File: config.mk
export PLATFORM = sky130hd
export DESIGN_NAME = midrange_peripheral_chip_select
export DESIGN_NICKNAME = d
export VERILOG_FILES = /design/src/include/chip_select_pkg.sv /design/src/include/wait_if.sv /design/src/core/midrange_peripheral_chip_select.sv /design/src/core/wait_sequencer.sv
export VERILOG_INCLUDE_DIRS = /design/src /design/src/include
export SDC_FILE = /design/constraint.sdc
export NUM_CORES = 1
export LEC_CHECK = 0
export BUFFER_PORTS_ARGS = -buffer_cell sky130_fd_sc_hd__buf_4
export CORE_ASPECT_RATIO = 1.1
export CORE_UTILIZATION = 51
export CTS_CLUSTER_SIZE = 24
export DETAILED_ROUTE_END_ITERATION = 12
export PLACE_DENSITY_LB_ADDON = 0.1
export SLEW_MARGIN = 20
export SYNTH_ARGS = -nofsm -noshare
export SYNTH_HDL_FRONTEND = slang
export SYNTH_SLANG_ARGS = --single-unit
File: constraint.sdc
create_clock -name sys_clk -period 2.6 [get_ports sys_clk]
set_input_delay 0.13 -clock sys_clk [delete_from_list [all_inputs] [get_ports sys_clk]]
set_output_delay 0.13 -clock sys_clk [all_outputs]
set_load 0.01 [all_outputs]
File: src/include/chip_select_cfg.svh
// register offsets, field positions and reset values for the chip-select block
`ifndef CHIP_SELECT_CFG_SVH
`define CHIP_SELECT_CFG_SVH

`define MID_BASE_OFFSET   12'h0a6
`define AUX_CFG_OFFSET    12'h0a8
`define PERIPH_OFFSET     12'h0a4
`define STATUS_OFFSET     12'h0ac
// byte addresses on the word bus: four times each register index
`define MID_BASE_ADDR     12'h298
`define AUX_CFG_ADDR      12'h2a0
`define STATUS_ADDR       12'h2b0
`define SIZE_MSB          14
`define SIZE_LSB          8
`define ROLE_BIT          7
`define SPACE_BIT         6
`define READY_BIT         2
`define WAIT_MSB          1
`define BASE_MSB          15
`define BASE_LSB          9
`define PERIPH_BASE_MSB   15
`define PERIPH_BASE_LSB   7
`define MID_BASE_RSVD     16'h01f8
`define AUX_CFG_RSVD      16'h8038
`define UPPER_PIN_IDLE    2'h3
`define MID_PIN_IDLE      4'hf
`define PERIPH5_OFS       20'h00500
`define PERIPH6_OFS       20'h00600
`define PERIPH_SPAN_LOG2  8

`endif

File: src/include/chip_select_pkg.sv
// types shared by the chip-select block
package chip_select_pkg;
	typedef enum logic [1:0] {
		CYC_IDLE  = 2'b00,
		CYC_WAIT  = 2'b01,
		CYC_READY = 2'b10,
		CYC_DONE  = 2'b11
	} cycle_state_t;
	typedef logic [15:0] reg16_t;
endpackage

File: src/include/wait_if.sv
// request and answer between the decoder and the wait-state sequencer
interface wait_if;
	logic       start;
	logic [1:0] count;
	logic       need_ready;
	logic       ext_ready;
	logic       bus_end;
	logic       done;
	logic       busy;
	modport decoder (output start, count, need_ready, ext_ready, bus_end,
		input done, busy);
	modport sequencer (input start, count, need_ready, ext_ready, bus_end,
		output done, busy);
endinterface

File: src/core/midrange_peripheral_chip_select.sv
// midrange and upper peripheral chip-select decoder with an apb register slave
// How it works
// - upper pins: chip select or address, exclusive
// - upper pins held high after reset
// - aux register access activates address pins
// - one-hot size; block split in four
// - role bit 1 selects, 0 gives a1/a2
// - space bit 1 memory, 0 I/O
// - aux ready bit governs upper selects only
// - aux wait field adds 0-3 waits
// - midrange pins idle until both written
// - midrange decoded from multiplexed address phase
// - base field gives address 19:13
// - midrange ready bit governs midrange selects
// - midrange wait field adds 0-3 waits
// - registers undefined until written
//
// The APB slave port was left to the implementer.
`include "chip_select_cfg.svh"
module midrange_peripheral_chip_select
	import chip_select_pkg::*;
(
	// clock and reset
	input  wire logic        sys_clk,
	input  wire logic        rst,
	// apb slave
	input  wire logic        psel,
	input  wire logic        penable,
	input  wire logic        pwrite,
	input  wire logic [11:0] paddr,
	input  wire logic [31:0] pwdata,
	output logic             pready,
	output logic             pslverr,
	output logic      [31:0] prdata,
	// processor bus cycle
	input  wire logic        ale,
	input  wire logic [19:0] ad_addr,
	input  wire logic        mem_cycle,
	input  wire logic        cycle_end,
	input  wire logic        ext_ready,
	output logic             cycle_ready,
	// peripheral base from the lower select block
	input  wire logic        periph_base_written,
	input  wire logic [19:0] periph_base,
	// chip-select pins
	output logic       [3:0] midrange_select_pins_n,
	output logic       [1:0] upper_peripheral_select_pins_n
);
	reg16_t      midrange_block_base;
	reg16_t      chip_select_aux_config;
	logic        base_written;
	logic        aux_written;
	logic        aux_touched;
	logic [19:0] cyc_addr;
	logic        cyc_mem;
	logic        cyc_live;
	logic [3:0]  mid_sel;
	logic [1:0]  upper_sel;
	logic [1:0]  addr_bits;
	wait_if      wq ();

	// apb decode
	wire         apb_access = psel && penable;
	wire         apb_write  = apb_access && pwrite;
	wire         hit_base   = (paddr == `MID_BASE_ADDR);
	wire         hit_aux    = (paddr == `AUX_CFG_ADDR);
	wire         hit_status = (paddr == `STATUS_ADDR);
	wire         hit_any    = hit_base || hit_aux || hit_status;

	assign pready  = 1'b1;
	assign pslverr = apb_access && !hit_any;

	// field views
	wire [6:0]   size_field  = chip_select_aux_config[`SIZE_MSB:`SIZE_LSB];
	wire         pin_role    = chip_select_aux_config[`ROLE_BIT];
	wire         space_sel   = chip_select_aux_config[`SPACE_BIT];
	wire         aux_rdy     = chip_select_aux_config[`READY_BIT];
	wire [1:0]   aux_wait    = chip_select_aux_config[`WAIT_MSB:0];
	wire [6:0]   base_field  = midrange_block_base[`BASE_MSB:`BASE_LSB];
	wire         mid_rdy     = midrange_block_base[`READY_BIT];
	wire [1:0]   mid_wait    = midrange_block_base[`WAIT_MSB:0];

	// size in address bits 19:13 as a mask of the bits inside the block
	function automatic logic [6:0] block_mask(input logic [6:0] onehot);
		logic [6:0] m;
		m = 7'h00;
		for (int i = 0; i < 7; i++)
			if (onehot[i])
				m = 7'((8'h01 << i) - 8'h01);
		return m;
	endfunction

	// which quarter of the block an address lands in
	function automatic logic [1:0] quarter(input logic [6:0] onehot,
		input logic [19:0] a);
		logic [1:0] q;
		q = 2'h0;
		for (int i = 0; i < 7; i++)
			if (onehot[i])
				q = a[12 + i -: 2];
		return q;
	endfunction

	// same 256-byte window compare for both upper selects
	function automatic logic periph_hit(input logic [19:0] a,
		input logic [19:0] b);
		return a[19:`PERIPH_SPAN_LOG2] == b[19:`PERIPH_SPAN_LOG2];
	endfunction

	wire [6:0]   size_mask = block_mask(size_field);
	wire         size_ok   = (size_field != 7'h00);
	// base bits 12:0 read as zero, so only bits 19:13 are compared
	wire         mid_hit   = size_ok && ((cyc_addr[19:13] & ~size_mask)
		== (base_field & ~size_mask));
	wire [1:0]   mid_q     = quarter(size_field, cyc_addr);
	wire         mid_en    = base_written && aux_written;
	wire         mid_any   = cyc_live && cyc_mem && mid_en && mid_hit;

	// upper peripheral selects at base plus 1280 and 1536
	wire [19:0]  p5_base   = periph_base + `PERIPH5_OFS;
	wire [19:0]  p6_base   = periph_base + `PERIPH6_OFS;
	wire         space_ok  = (cyc_mem == space_sel);
	wire         p5_hit    = periph_hit(cyc_addr, p5_base);
	wire         p6_hit    = periph_hit(cyc_addr, p6_base);
	wire         up_en     = aux_written && periph_base_written && pin_role;
	wire         up_live   = cyc_live && up_en && space_ok;
	wire [1:0]   up_hit    = up_live ? {p6_hit, p5_hit} : 2'h0;

	// register writes; reserved bits stored as written
	always_ff @(posedge sys_clk) begin
		if (apb_write && hit_base)
			midrange_block_base <= pwdata[15:0];
		if (apb_write && hit_aux)
			chip_select_aux_config <= pwdata[15:0];
	end

	// activation flags
	always_ff @(posedge sys_clk) begin
		if (rst) begin
			base_written <= 1'b0;
			aux_written  <= 1'b0;
			aux_touched  <= 1'b0;
		end else begin
			if (apb_write && hit_base)
				base_written <= 1'b1;
			if (apb_write && hit_aux)
				aux_written <= 1'b1;
			if (apb_access && hit_aux)
				aux_touched <= 1'b1;
		end
	end

	// read mux: status shows activation and sequencer state
	wire [15:0]  status_word = {11'h000, wq.busy, wq.done, aux_touched,
		aux_written, base_written};
	wire [15:0]  rd_word = hit_base   ? midrange_block_base :
		hit_aux    ? chip_select_aux_config :
		hit_status ? status_word : 16'h0000;

	always_ff @(posedge sys_clk) begin
		if (rst)
			prdata <= 32'h0000_0000;
		else if (psel && !penable && !pwrite)
			prdata <= {16'h0000, rd_word};
	end

	// address phase latched off the multiplexed bus at ale
	always_ff @(posedge sys_clk) begin
		if (rst) begin
			cyc_addr <= 20'h00000;
			cyc_mem  <= 1'b0;
			cyc_live <= 1'b0;
		end else if (ale) begin
			cyc_addr <= ad_addr;
			cyc_mem  <= mem_cycle;
			cyc_live <= 1'b1;
		end else if (cycle_end) begin
			cyc_live <= 1'b0;
		end
	end

	// latched address bits for the address role
	always_ff @(posedge sys_clk) begin
		if (rst)
			addr_bits <= 2'h0;
		else if (ale)
			addr_bits <= {ad_addr[2], ad_addr[1]};
	end

	// one start per cycle, the cycle after the address is latched
	logic start_q;
	always_ff @(posedge sys_clk) begin
		if (rst)
			start_q <= 1'b0;
		else
			start_q <= ale;
	end

	assign wq.start      = start_q && (mid_any || (up_hit != 2'h0));
	// midrange wins if software let the two overlap
	assign wq.count      = mid_any ? mid_wait : aux_wait;
	assign wq.need_ready = mid_any ? !mid_rdy : !aux_rdy;
	assign wq.ext_ready  = ext_ready;
	assign wq.bus_end    = cycle_end;

	wait_sequencer u_wait (
		.sys_clk (sys_clk),
		.rst     (rst),
		.wq      (wq)
	);

	// cycles that hit no select are answered by the wider bus logic
	assign cycle_ready = wq.done;

	// select pin registers, active low
	always_ff @(posedge sys_clk) begin
		if (rst) begin
			mid_sel   <= 4'h0;
			upper_sel <= 2'h0;
		end else begin
			for (int i = 0; i < 4; i++)
				mid_sel[i] <= mid_any && (mid_q == 2'(i));
			upper_sel <= up_hit;
		end
	end

	assign midrange_select_pins_n = ~mid_sel;

	// the role bit steers the pins to one use only
	assign upper_peripheral_select_pins_n =
		!aux_touched ? `UPPER_PIN_IDLE :
		(pin_role ? ~upper_sel : addr_bits);

	a_mid_idle_reset: assert property (@(posedge sys_clk)
		disable iff (rst)
		!(base_written && aux_written) |-> midrange_select_pins_n == 4'hf)
		else $error("midrange select before both registers written");
	a_upper_idle: assert property (@(posedge sys_clk)
		disable iff (rst)
		!aux_touched |-> upper_peripheral_select_pins_n == 2'h3)
		else $error("upper pins active before configuration");
	a_pins_reset: assert property (@(posedge sys_clk)
		disable iff (rst)
		$past(rst) |-> (midrange_select_pins_n == `MID_PIN_IDLE
		&& upper_peripheral_select_pins_n == `UPPER_PIN_IDLE))
		else $error("select pins not idle after reset");
	// checked against the bus address itself, not the latch behind the pins
	a_addr_role: assert property (@(posedge sys_clk)
		disable iff (rst)
		(aux_touched && !pin_role && $past(ale)) |->
		upper_peripheral_select_pins_n == $past(ad_addr[2:1]))
		else $error("address role does not carry a1 and a2");
	a_mid_onehot: assert property (@(posedge sys_clk)
		disable iff (rst)
		$countones(~midrange_select_pins_n) <= 1)
		else $error("more than one midrange select active");
	a_mid_from_ale: assert property (@(posedge sys_clk)
		disable iff (rst)
		$fell(midrange_select_pins_n[0]) |-> $past(cyc_live))
		else $error("midrange select without latched address");
	a_mid_release: assert property (@(posedge sys_clk)
		disable iff (rst)
		(cycle_end && !ale) |=> ##1 midrange_select_pins_n == `MID_PIN_IDLE)
		else $error("midrange select outlived its bus cycle");
	a_space_match: assert property (@(posedge sys_clk)
		disable iff (rst)
		(upper_sel != 2'h0) |-> $past(cyc_mem) == space_sel)
		else $error("upper select in wrong bus space");
	a_aux_touch: assert property (@(posedge sys_clk)
		disable iff (rst)
		(apb_access && hit_aux) |=> aux_touched)
		else $error("aux access did not activate pins");
	a_role_excl: assert property (@(posedge sys_clk)
		disable iff (rst)
		(aux_touched && pin_role) |->
		upper_peripheral_select_pins_n != 2'h0)
		else $error("both upper selects active at once");
	a_base_lands: assert property (@(posedge sys_clk)
		disable iff (rst)
		(apb_write && hit_base) |=>
		midrange_block_base == $past(pwdata[15:0]))
		else $error("base register write lost");
	a_aux_lands: assert property (@(posedge sys_clk)
		disable iff (rst)
		(apb_write && hit_aux) |=>
		chip_select_aux_config == $past(pwdata[15:0]))
		else $error("aux register write lost");
	a_upper_waits: assert property (@(posedge sys_clk)
		disable iff (rst)
		(wq.start && !wq.busy && !mid_any && aux_rdy
		&& aux_wait == 2'h3) |-> ##1 !wq.done [*3] ##1 wq.done)
		else $error("upper wait states not inserted as programmed");
	a_mid_no_wait: assert property (@(posedge sys_clk)
		disable iff (rst)
		(wq.start && !wq.busy && mid_any && mid_rdy
		&& mid_wait == 2'h0) |=> wq.done)
		else $error("zero-wait midrange cycle not answered at once");
	a_mid_need_ready: assert property (@(posedge sys_clk)
		disable iff (rst)
		(wq.start && !wq.busy && mid_any && !mid_rdy) |=> !wq.done)
		else $error("midrange cycle ended without external ready");
	a_ready_stands: assert property (@(posedge sys_clk)
		disable iff (rst)
		(cycle_ready && !cycle_end) |=> cycle_ready)
		else $error("cycle ready dropped before the cycle ended");

	c_mid_select: cover property (@(posedge sys_clk) disable iff (rst)
		midrange_select_pins_n[3] == 1'b0);
	c_upper_select: cover property (@(posedge sys_clk) disable iff (rst)
		aux_touched && pin_role && upper_sel != 2'h0);
	c_ready_wait: cover property (@(posedge sys_clk) disable iff (rst)
		wq.busy && !wq.done && ext_ready);
	c_addr_role: cover property (@(posedge sys_clk) disable iff (rst)
		aux_touched && !pin_role && ale);
	c_io_upper: cover property (@(posedge sys_clk) disable iff (rst)
		upper_sel != 2'h0 && !space_sel);
endmodule

File: src/core/wait_sequencer.sv
// wait-state counter and external ready wait for one decoded access
module wait_sequencer
	import chip_select_pkg::*;
(
	// clock and reset
	input wire logic   sys_clk,
	input wire logic   rst,
	// decoder side
	wait_if.sequencer  wq
);
	cycle_state_t state;
	cycle_state_t next_state;
	logic [1:0]   waits;
	logic [1:0]   next_waits;

	always_comb begin
		next_state = state;
		next_waits = waits;
		unique case (state)
			CYC_IDLE: begin
				if (wq.start) begin
					next_waits = wq.count;
					if (wq.count != 2'h0)
						next_state = CYC_WAIT;
					else if (wq.need_ready)
						next_state = CYC_READY;
					else
						next_state = CYC_DONE;
				end
			end
			CYC_WAIT: begin
				next_waits = waits - 2'h1;
				if (waits == 2'h1)
					next_state = wq.need_ready ? CYC_READY : CYC_DONE;
			end
			CYC_READY: begin
				// cycle stretched until the device outside answers
				if (wq.ext_ready)
					next_state = CYC_DONE;
			end
			CYC_DONE: begin
				if (wq.bus_end)
					next_state = CYC_IDLE;
			end
		endcase
	end

	always_ff @(posedge sys_clk) begin
		if (rst) begin
			state <= CYC_IDLE;
			waits <= 2'h0;
		end else begin
			state <= next_state;
			waits <= next_waits;
		end
	end

	assign wq.done = (state == CYC_DONE);
	assign wq.busy = (state != CYC_IDLE);

	a_wait_count_exact: assert property (@(posedge sys_clk)
		disable iff (rst)
		(state == CYC_IDLE && wq.start && wq.count == 2'h2
		&& !wq.need_ready) |-> ##1 !wq.done ##1 !wq.done ##1 wq.done)
		else $error("wait states not inserted as programmed");
	a_ready_holds: assert property (@(posedge sys_clk)
		disable iff (rst)
		(state == CYC_READY && !wq.ext_ready) |=> !wq.done)
		else $error("cycle ended without external ready");
endmodule

# After elaboration in Yosys (flattened, before gate mapping)
# Cells that the tools add are included.
# Widths: inputs -> output; s select.
dict set report classes {
  addsub 3
  n_eq_ne 18
  n_mux 32
  n_bitwise 5
  reduce_logical 40
}
# cell n
set op_table {}
lappend op_table {{$add 20x11->20 const B} 2}
lappend op_table {{$eq 12x10->1 const B} 3}
lappend op_table {{$mux 7} 5}
lappend op_table {{$mux 2} 17}
lappend op_table {{$mux 16} 2}
lappend op_table {{$eq 12x12->1} 2}
lappend op_table {{$logic_and 1x1->1} 22}
lappend op_table {{$and 7x7->7} 2}
lappend op_table {{$reduce_bool 2->1} 5}
lappend op_table {{$eq 2x2->1 const B} 4}
lappend op_table {{$pmux 2 s4} 1}
lappend op_table {{$eq 7x7->1} 1}
lappend op_table {{$not 7->7} 1}
lappend op_table {{$reduce_bool 7->1} 1}
lappend op_table {{$eq 2x1->1 const B} 3}
lappend op_table {{$logic_not 1->1} 5}
lappend op_table {{$mux 1} 5}
lappend op_table {{$mux 5} 1}
lappend op_table {{$logic_not 2->1} 2}
lappend op_table {{$ne 2x1->1 const B} 2}
lappend op_table {{$ne 2x2->1 const B} 2}
lappend op_table {{$not 4->4} 1}
lappend op_table {{$pmux 2 s2} 1}
lappend op_table {{$reduce_and 4->1} 1}
lappend op_table {{other kinds (5)} 7}
dict set report totals {
  reg_bits 86
  input_bits 94
  out_inout_bits 41
}

# Depth between registers and ports, before layout
dict set report depth {
  word_depth 16
  ltp_mapped 10
  depth_no_buf 9
}

# Hierarchy
# Synthesis repeated with hierarchy kept, for this count alone.
dict set report unflattened {
  cells_unflattened 432
  hier_area_um2 4131.5
}
# mod instances cells_each area_each_um2 seq_area_each_um2
set by_module_without_submodules {}
lappend by_module_without_submodules {midrange_peripheral_chip_select 1 392 3787.4 1801.7}
lappend by_module_without_submodules {wait_sequencer 1 40 344.1 80.1}

# Least setup slack after synthesis
# Ideal clock, no wire load.
dict set report synth_path {
  path_kind {input to register}
  start {input periph_base[10]}
  end {register u_wait.waits[0]}
  setup_time_ns 0.132
  arrival_time_ns 2.096
  t_required_ns 2.468
  setup_slack_ns 0.372
  cell_stages 10
  path_buffers 1
  path_cell_list {buf_2 inv_1 ha_1 a21oi_1 xnor2_1 o211ai_1 a2111o_1 o211a_1 o31ai_2 a21oi_1}
}
dict set report synth_between {
  elab_chain_len 8
  elab_cells_between_ends 10
}
# element line
set synth_rtl {}
lappend synth_rtl {{start, declared} midrange_peripheral_chip_select.sv:44} ;# input wire logic [19:0] periph_base,
lappend synth_rtl {{$add 20x11->20 (no source line)} -}
lappend synth_rtl {{$eq 12x12->1} midrange_peripheral_chip_select.sv:107} ;# return a[19:`PERIPH_SPAN_LOG2] == b[19:`PERIPH_SPAN_LOG2];
lappend synth_rtl {{$mux 2 (*)} midrange_peripheral_chip_select.sv:127} ;# wire [1:0] up_hit = up_live ? {p6_hit, p5_hit} : 2'h0;
lappend synth_rtl {{$reduce_bool 2->1 (*)} midrange_peripheral_chip_select.sv:199} ;# assign wq.start = start_q && (mid_any || (up_hit != 2'h0));
lappend synth_rtl {{$logic_or 1x1->1 (*)} midrange_peripheral_chip_select.sv:199}
lappend synth_rtl {{$logic_and 1x1->1 (*)} midrange_peripheral_chip_select.sv:199}
lappend synth_rtl {{$ne 2x1->1 (no source line) (*)} -}
lappend synth_rtl {{$reduce_and 2->1 (no source line) (*)} -}
lappend synth_rtl {{end signal, assigned} wait_sequencer.sv:54} ;# waits <= next_waits;
lappend synth_rtl {{end, declared} wait_sequencer.sv:13} ;# logic [1:0] waits;
# Mark *: on every way between the ends. The rest lies on a longest branch, timed or not.
# A chain may end at the register's enable or synchronous reset.

# Worst setup path in the final report
dict set report layout_path {
  start {register cyc_addr[14]}
  end {register u_wait.state[1]}
}
dict set report layout_between {
  elab_chain_len 9
  elab_cells_between_ends 17
}
# element line
set layout_rtl {}
lappend layout_rtl {{start, declared} midrange_peripheral_chip_select.sv:54} ;# logic [19:0] cyc_addr;
lappend layout_rtl {{start signal, assigned} midrange_peripheral_chip_select.sv:174} ;# cyc_addr <= ad_addr;
lappend layout_rtl {{$and 7x7->7} midrange_peripheral_chip_select.sv:113} ;# wire mid_hit = size_ok && ((cyc_addr[19:13] & ~size_mask)
lappend layout_rtl {{$eq 7x7->1} midrange_peripheral_chip_select.sv:114} ;# == (base_field & ~size_mask));
lappend layout_rtl {{$logic_and 1x1->1} midrange_peripheral_chip_select.sv:113}
lappend layout_rtl {{$logic_and 1x1->1} midrange_peripheral_chip_select.sv:117} ;# wire mid_any = cyc_live && cyc_mem && mid_en && mid_hit;
lappend layout_rtl {{$mux 2} midrange_peripheral_chip_select.sv:201} ;# assign wq.count = mid_any ? mid_wait : aux_wait;
lappend layout_rtl {{$reduce_bool 2->1} wait_sequencer.sv:23} ;# if (wq.count != 2'h0)
lappend layout_rtl {{$mux 2} wait_sequencer.sv:23}
lappend layout_rtl {{$mux 2} wait_sequencer.sv:21} ;# if (wq.start) begin
lappend layout_rtl {{$pmux 2 s4} wait_sequencer.sv:19} ;# unique case (state)
lappend layout_rtl {{end signal, assigned} wait_sequencer.sv:53} ;# state <= next_state;
lappend layout_rtl {{end, declared} wait_sequencer.sv:11} ;# cycle_state_t state;
# Parallel ways exist; a longest one is shown, timed or not. The select of a mux whose other input is x is not followed.

==> results.ini <==
[grt]
gr_ovfl_total=0
grt_pass1_wl_um=15960
grt_pass1_vias=3429
grt_antenna_before_repair=0
grt_start_max_net_pins=40
globalRouteTotalUtil_pct=24.38

[drt]
post_drt_wl_per_cell_um=15.49
ant_nets=0
dr.pass1.iters=9
drcViolationCount=1
routed_via_density=5.566
routed_wirelength_um=9926
drt-initial-drc-count=195
vias=3568

[sta]
finalHoldViolCount=0
finalWorstSetupSlack_ps=203.8
final.setup.tns_ps=0
final.min_clock_period_ps=2396
tightest_slew_ps=532.7
setup_viol=0
holdWs_ps=4.647
max_clk_rate_ghz=0.4173
worst_clock_skew_ps=10.18
worst_slew_margin_rel_pct=64.27
timing_max_transition_violations_final=0
unrepaired_setup_endpoints_after_global_routing=no
timing.final.crit_share_pct=92.16

[power_and_ir_drop]
intPower_w=0.002119
share_comb_of_total_power_pct=12.1
power.leakage_nw=2.045
power_switching_w=0.0006645
sequentialPowerShare_pct=47.7
cell_pwr_density_mw_per_mm2=530.2
clockPowerShare_pct=40.2
ir_drop_v=0.0004135
switching_share_pct=23.88

[yosys]
seq_area_frac_synth_pct=45.27
syn-instance-count=431
yosys.area.top_type=sky130_fd_sc_hd__edfxtp_1
synthArstFlopShare_pct=0
synth_largest_type_area_fraction_pct=23.12
post_synthesis_mean_instance_area_um2=9.644
synthesis_stage_register_bit_count=78
synth_ff_type=sky130_fd_sc_hd__dfxtp_1
yosys_warnings=0
synth.cell_area_mm2=0.004156
count_of_unique_library_cells_instantiated_by_yosys=57
ys_top_cells_by_area=sky130_fd_sc_hd__edfxtp_1, sky130_fd_sc_hd__dfxtp_1, sky130_fd_sc_hd__mux2i_1
synth-edff-count=32

[min_path]
holdCritStartpoint=ad_addr[11]
hold_class=in2reg
holdPathStages=3

[place]
pre_cts_ws_ps=101.8
hpwl_um=7203
gpl.final_weighted_congestion=0.8641
io_buffers=87

[worst_setup_path]
timing.critical_path.fanout_max=10
path_cells=xnor2_1, o221ai_1, o311ai_2, nand2_1, o311ai_0, o2111ai_1, a21oi_1
critPathBufInv=0
worstSetupEndpointType=flip-flop
start_kind=flip-flop
critPathKind=reg2reg
worst_path_dominant_cell_family=compound AO/OA/AOI/OAI gates
worstPathRequired_ps=2880
reg2regPathDepth=7
critical_path_arrival_ps=2680
worst_setup_path_startpoint=cyc_addr[14]
depth_of_the_critical_timing_path_with_buffers_and_inverters_included=7
timing.critical_path.slowest_cell_delay_ps=570
timing.critical_path.slowest_stage_cell=sky130_fd_sc_hd__dfxtp_1
r2r_start=cyc_addr[14]

[clock_network]
cts_max_level=3
numCtsBuffers=9
number_of_cells_upsized_or_downsized_after_cts=0
clk_path_buf_depth=2
clkLatencyLatePin_ps=350
cts.sinks=78
post-cts-setup-buffer-count=0
clock-root-buffer=sky130_fd_sc_hd__clkbuf_8
cts_tree=yes
clock_pin_slew_worst_setup_and_hold_paths_ps=90

[flow_run]
max_cap_violations=0

[floorplan]
initial_utilization_pct=52.53
pin_count=135
core.rowCount=34
dieArea_mm2=0.008516
chipHeight_um=96.69
core_area_mm2=0.007913
die_x_um=88.08

[layout]
num_antenna_cells=0
proportion_of_layout_cells_with_a_drive_suffix_above_1_pct=21.76
nNetsFinal=630
utilization_pct=66.35
areaGrowthSynthToFinish_pct=26.31

[outcome]
violated_checks=DRC
outcome=complete, but fails checks

[power by group through the flow]
stage	combinational [W]	sequential (W)	clock (W)
2_1_floorplan	0.000200	0.00135	0
3_3_place_gp	0.000307	0.00135	0
3_5_place_dp	0.000316	0.00136	0
4_1_cts	0.000337	0.00133	0.00113
5_1_grt	0.000369	0.00133	0.00119
6_report	0.000337	0.00133	0.00112
[registers in the layout, summed over array words and instances, names as in the netlist, 2 cells and up]
signal and flops:
chip_select_aux_config 16, cyc_addr 14, mid_sel 4, midrange_block_base 16, prdata 16, u_wait.state 2, u_wait.waits 2, upper_sel 2
[stage by stage]
step | std cells | instance area (µm²) | power (W)
2_1_floorplan | 446 | 4213 | 0.001547
3_3_place_gp | 609 | 4845 | 0.001662
3_5_place_dp | 609 | 4845 | 0.001671
4_1_cts | 641 | 5250 | 0.002791
5_1_grt | 641 | 5250 | 0.002890
6_report | 641 | 5250 | 0.002783
[logic make-up (layout without fill, tap and decap cells)]
logic type / Yosys count / after routing / share of synthesized area, %
adder cells (fa/ha/maj): 8 / 8 / 2.408
XOR/XNOR: 29 / 29 / 6.111
buffers and inverters: 58 / 145 / 6.893
multiplexers: 18 / 18 / 4.335
other: 2 / 17 / 0.1807
flip-flops: 78 / 78 / 45.27
AO/OA/AOI/OAI: 107 / 107 / 18.81
AND/OR/NAND/NOR: 131 / 131 / 15.98
[synthesized netlist by cell type, types with 3 or more instances]
library cell and instances:
sky130_fd_sc_hd__dfxtp_1 46, sky130_fd_sc_hd__nor2_1 45, sky130_fd_sc_hd__edfxtp_1 32, sky130_fd_sc_hd__nand2_1 23, sky130_fd_sc_hd__inv_1 20, sky130_fd_sc_hd__mux2i_1 18, sky130_fd_sc_hd__o21ai_0 18, sky130_fd_sc_hd__xnor2_1 18
sky130_fd_sc_hd__buf_4 17, sky130_fd_sc_hd__a22oi_1 16, sky130_fd_sc_hd__a211oi_1 15, sky130_fd_sc_hd__clkbuf_1 14, sky130_fd_sc_hd__a21oi_1 11, sky130_fd_sc_hd__xor2_1 11, sky130_fd_sc_hd__nor4_1 9, sky130_fd_sc_hd__a31oi_1 8
sky130_fd_sc_hd__ha_1 8, sky130_fd_sc_hd__nand4_1 8, sky130_fd_sc_hd__nor3_1 7, sky130_fd_sc_hd__nand2b_1 6, sky130_fd_sc_hd__nand3_1 6, sky130_fd_sc_hd__o2111ai_1 6, sky130_fd_sc_hd__and4_1 5, sky130_fd_sc_hd__nand3b_1 4
sky130_fd_sc_hd__nor2b_1 4, sky130_fd_sc_hd__o211ai_1 4, sky130_fd_sc_hd__o21a_1 4, sky130_fd_sc_hd__a211o_1 3, sky130_fd_sc_hd__and2_1 3, sky130_fd_sc_hd__buf_1 3, sky130_fd_sc_hd__buf_2 3
[cell type report]
class,count,area [µm²]
clock buffers,10,127.6
clock inverters,6,117.6
repair buffers,109,858.3
multi-input cells,310,2054
well taps,108,135.1
flip-flops and latches,78,1882
inverters,20,75.07
fillers,653,2663
[cell usage in the layout, fill, tap and decap left out, types with 9 or more instances in the layout]
cell and n:
sky130_fd_sc_hd__a211oi_1 15, sky130_fd_sc_hd__a21oi_1 11, sky130_fd_sc_hd__a22oi_1 16, sky130_fd_sc_hd__buf_4 93, sky130_fd_sc_hd__clkbuf_8 9, sky130_fd_sc_hd__conb_1 17
sky130_fd_sc_hd__dfxtp_1 46, sky130_fd_sc_hd__dlygate4sd3_1 16, sky130_fd_sc_hd__edfxtp_1 32, sky130_fd_sc_hd__inv_1 20, sky130_fd_sc_hd__mux2i_1 18, sky130_fd_sc_hd__nand2_1 23
sky130_fd_sc_hd__nor2_1 45, sky130_fd_sc_hd__nor4_1 9, sky130_fd_sc_hd__o21ai_0 18, sky130_fd_sc_hd__xnor2_1 18, sky130_fd_sc_hd__xor2_1 11
[worst paths after layout]
check | slack (ps) | end
worst min-delay path | 5 | cyc_addr[11]
worst min register to register | 490 | cyc_live
worst max-delay path | 200 | u_wait.state[1]
worst max register to register | 200 | u_wait.state[1]
[per-layer routing]
layer	GRT usage, %	wire (µm)	share of wire (%)
met3	4.522	542	5.5
met2	42.16	4923	50
met4	7.320	134	1.3
met5	0	0	0
met1	30.47	4325	44
[worst min-delay path, cell delays in order]
cell and delay (ps):
sky130_fd_sc_hd__buf_4 70, sky130_fd_sc_hd__mux2i_1 50, sky130_fd_sc_hd__nor2_1 70
[repair_timing]
action                                  CTS  global route
hold endpoints to repair                 32             0
hold buffers                             16             0
endpoints found under the setup margin    0             0
Power figures use the tool's default switching activity.
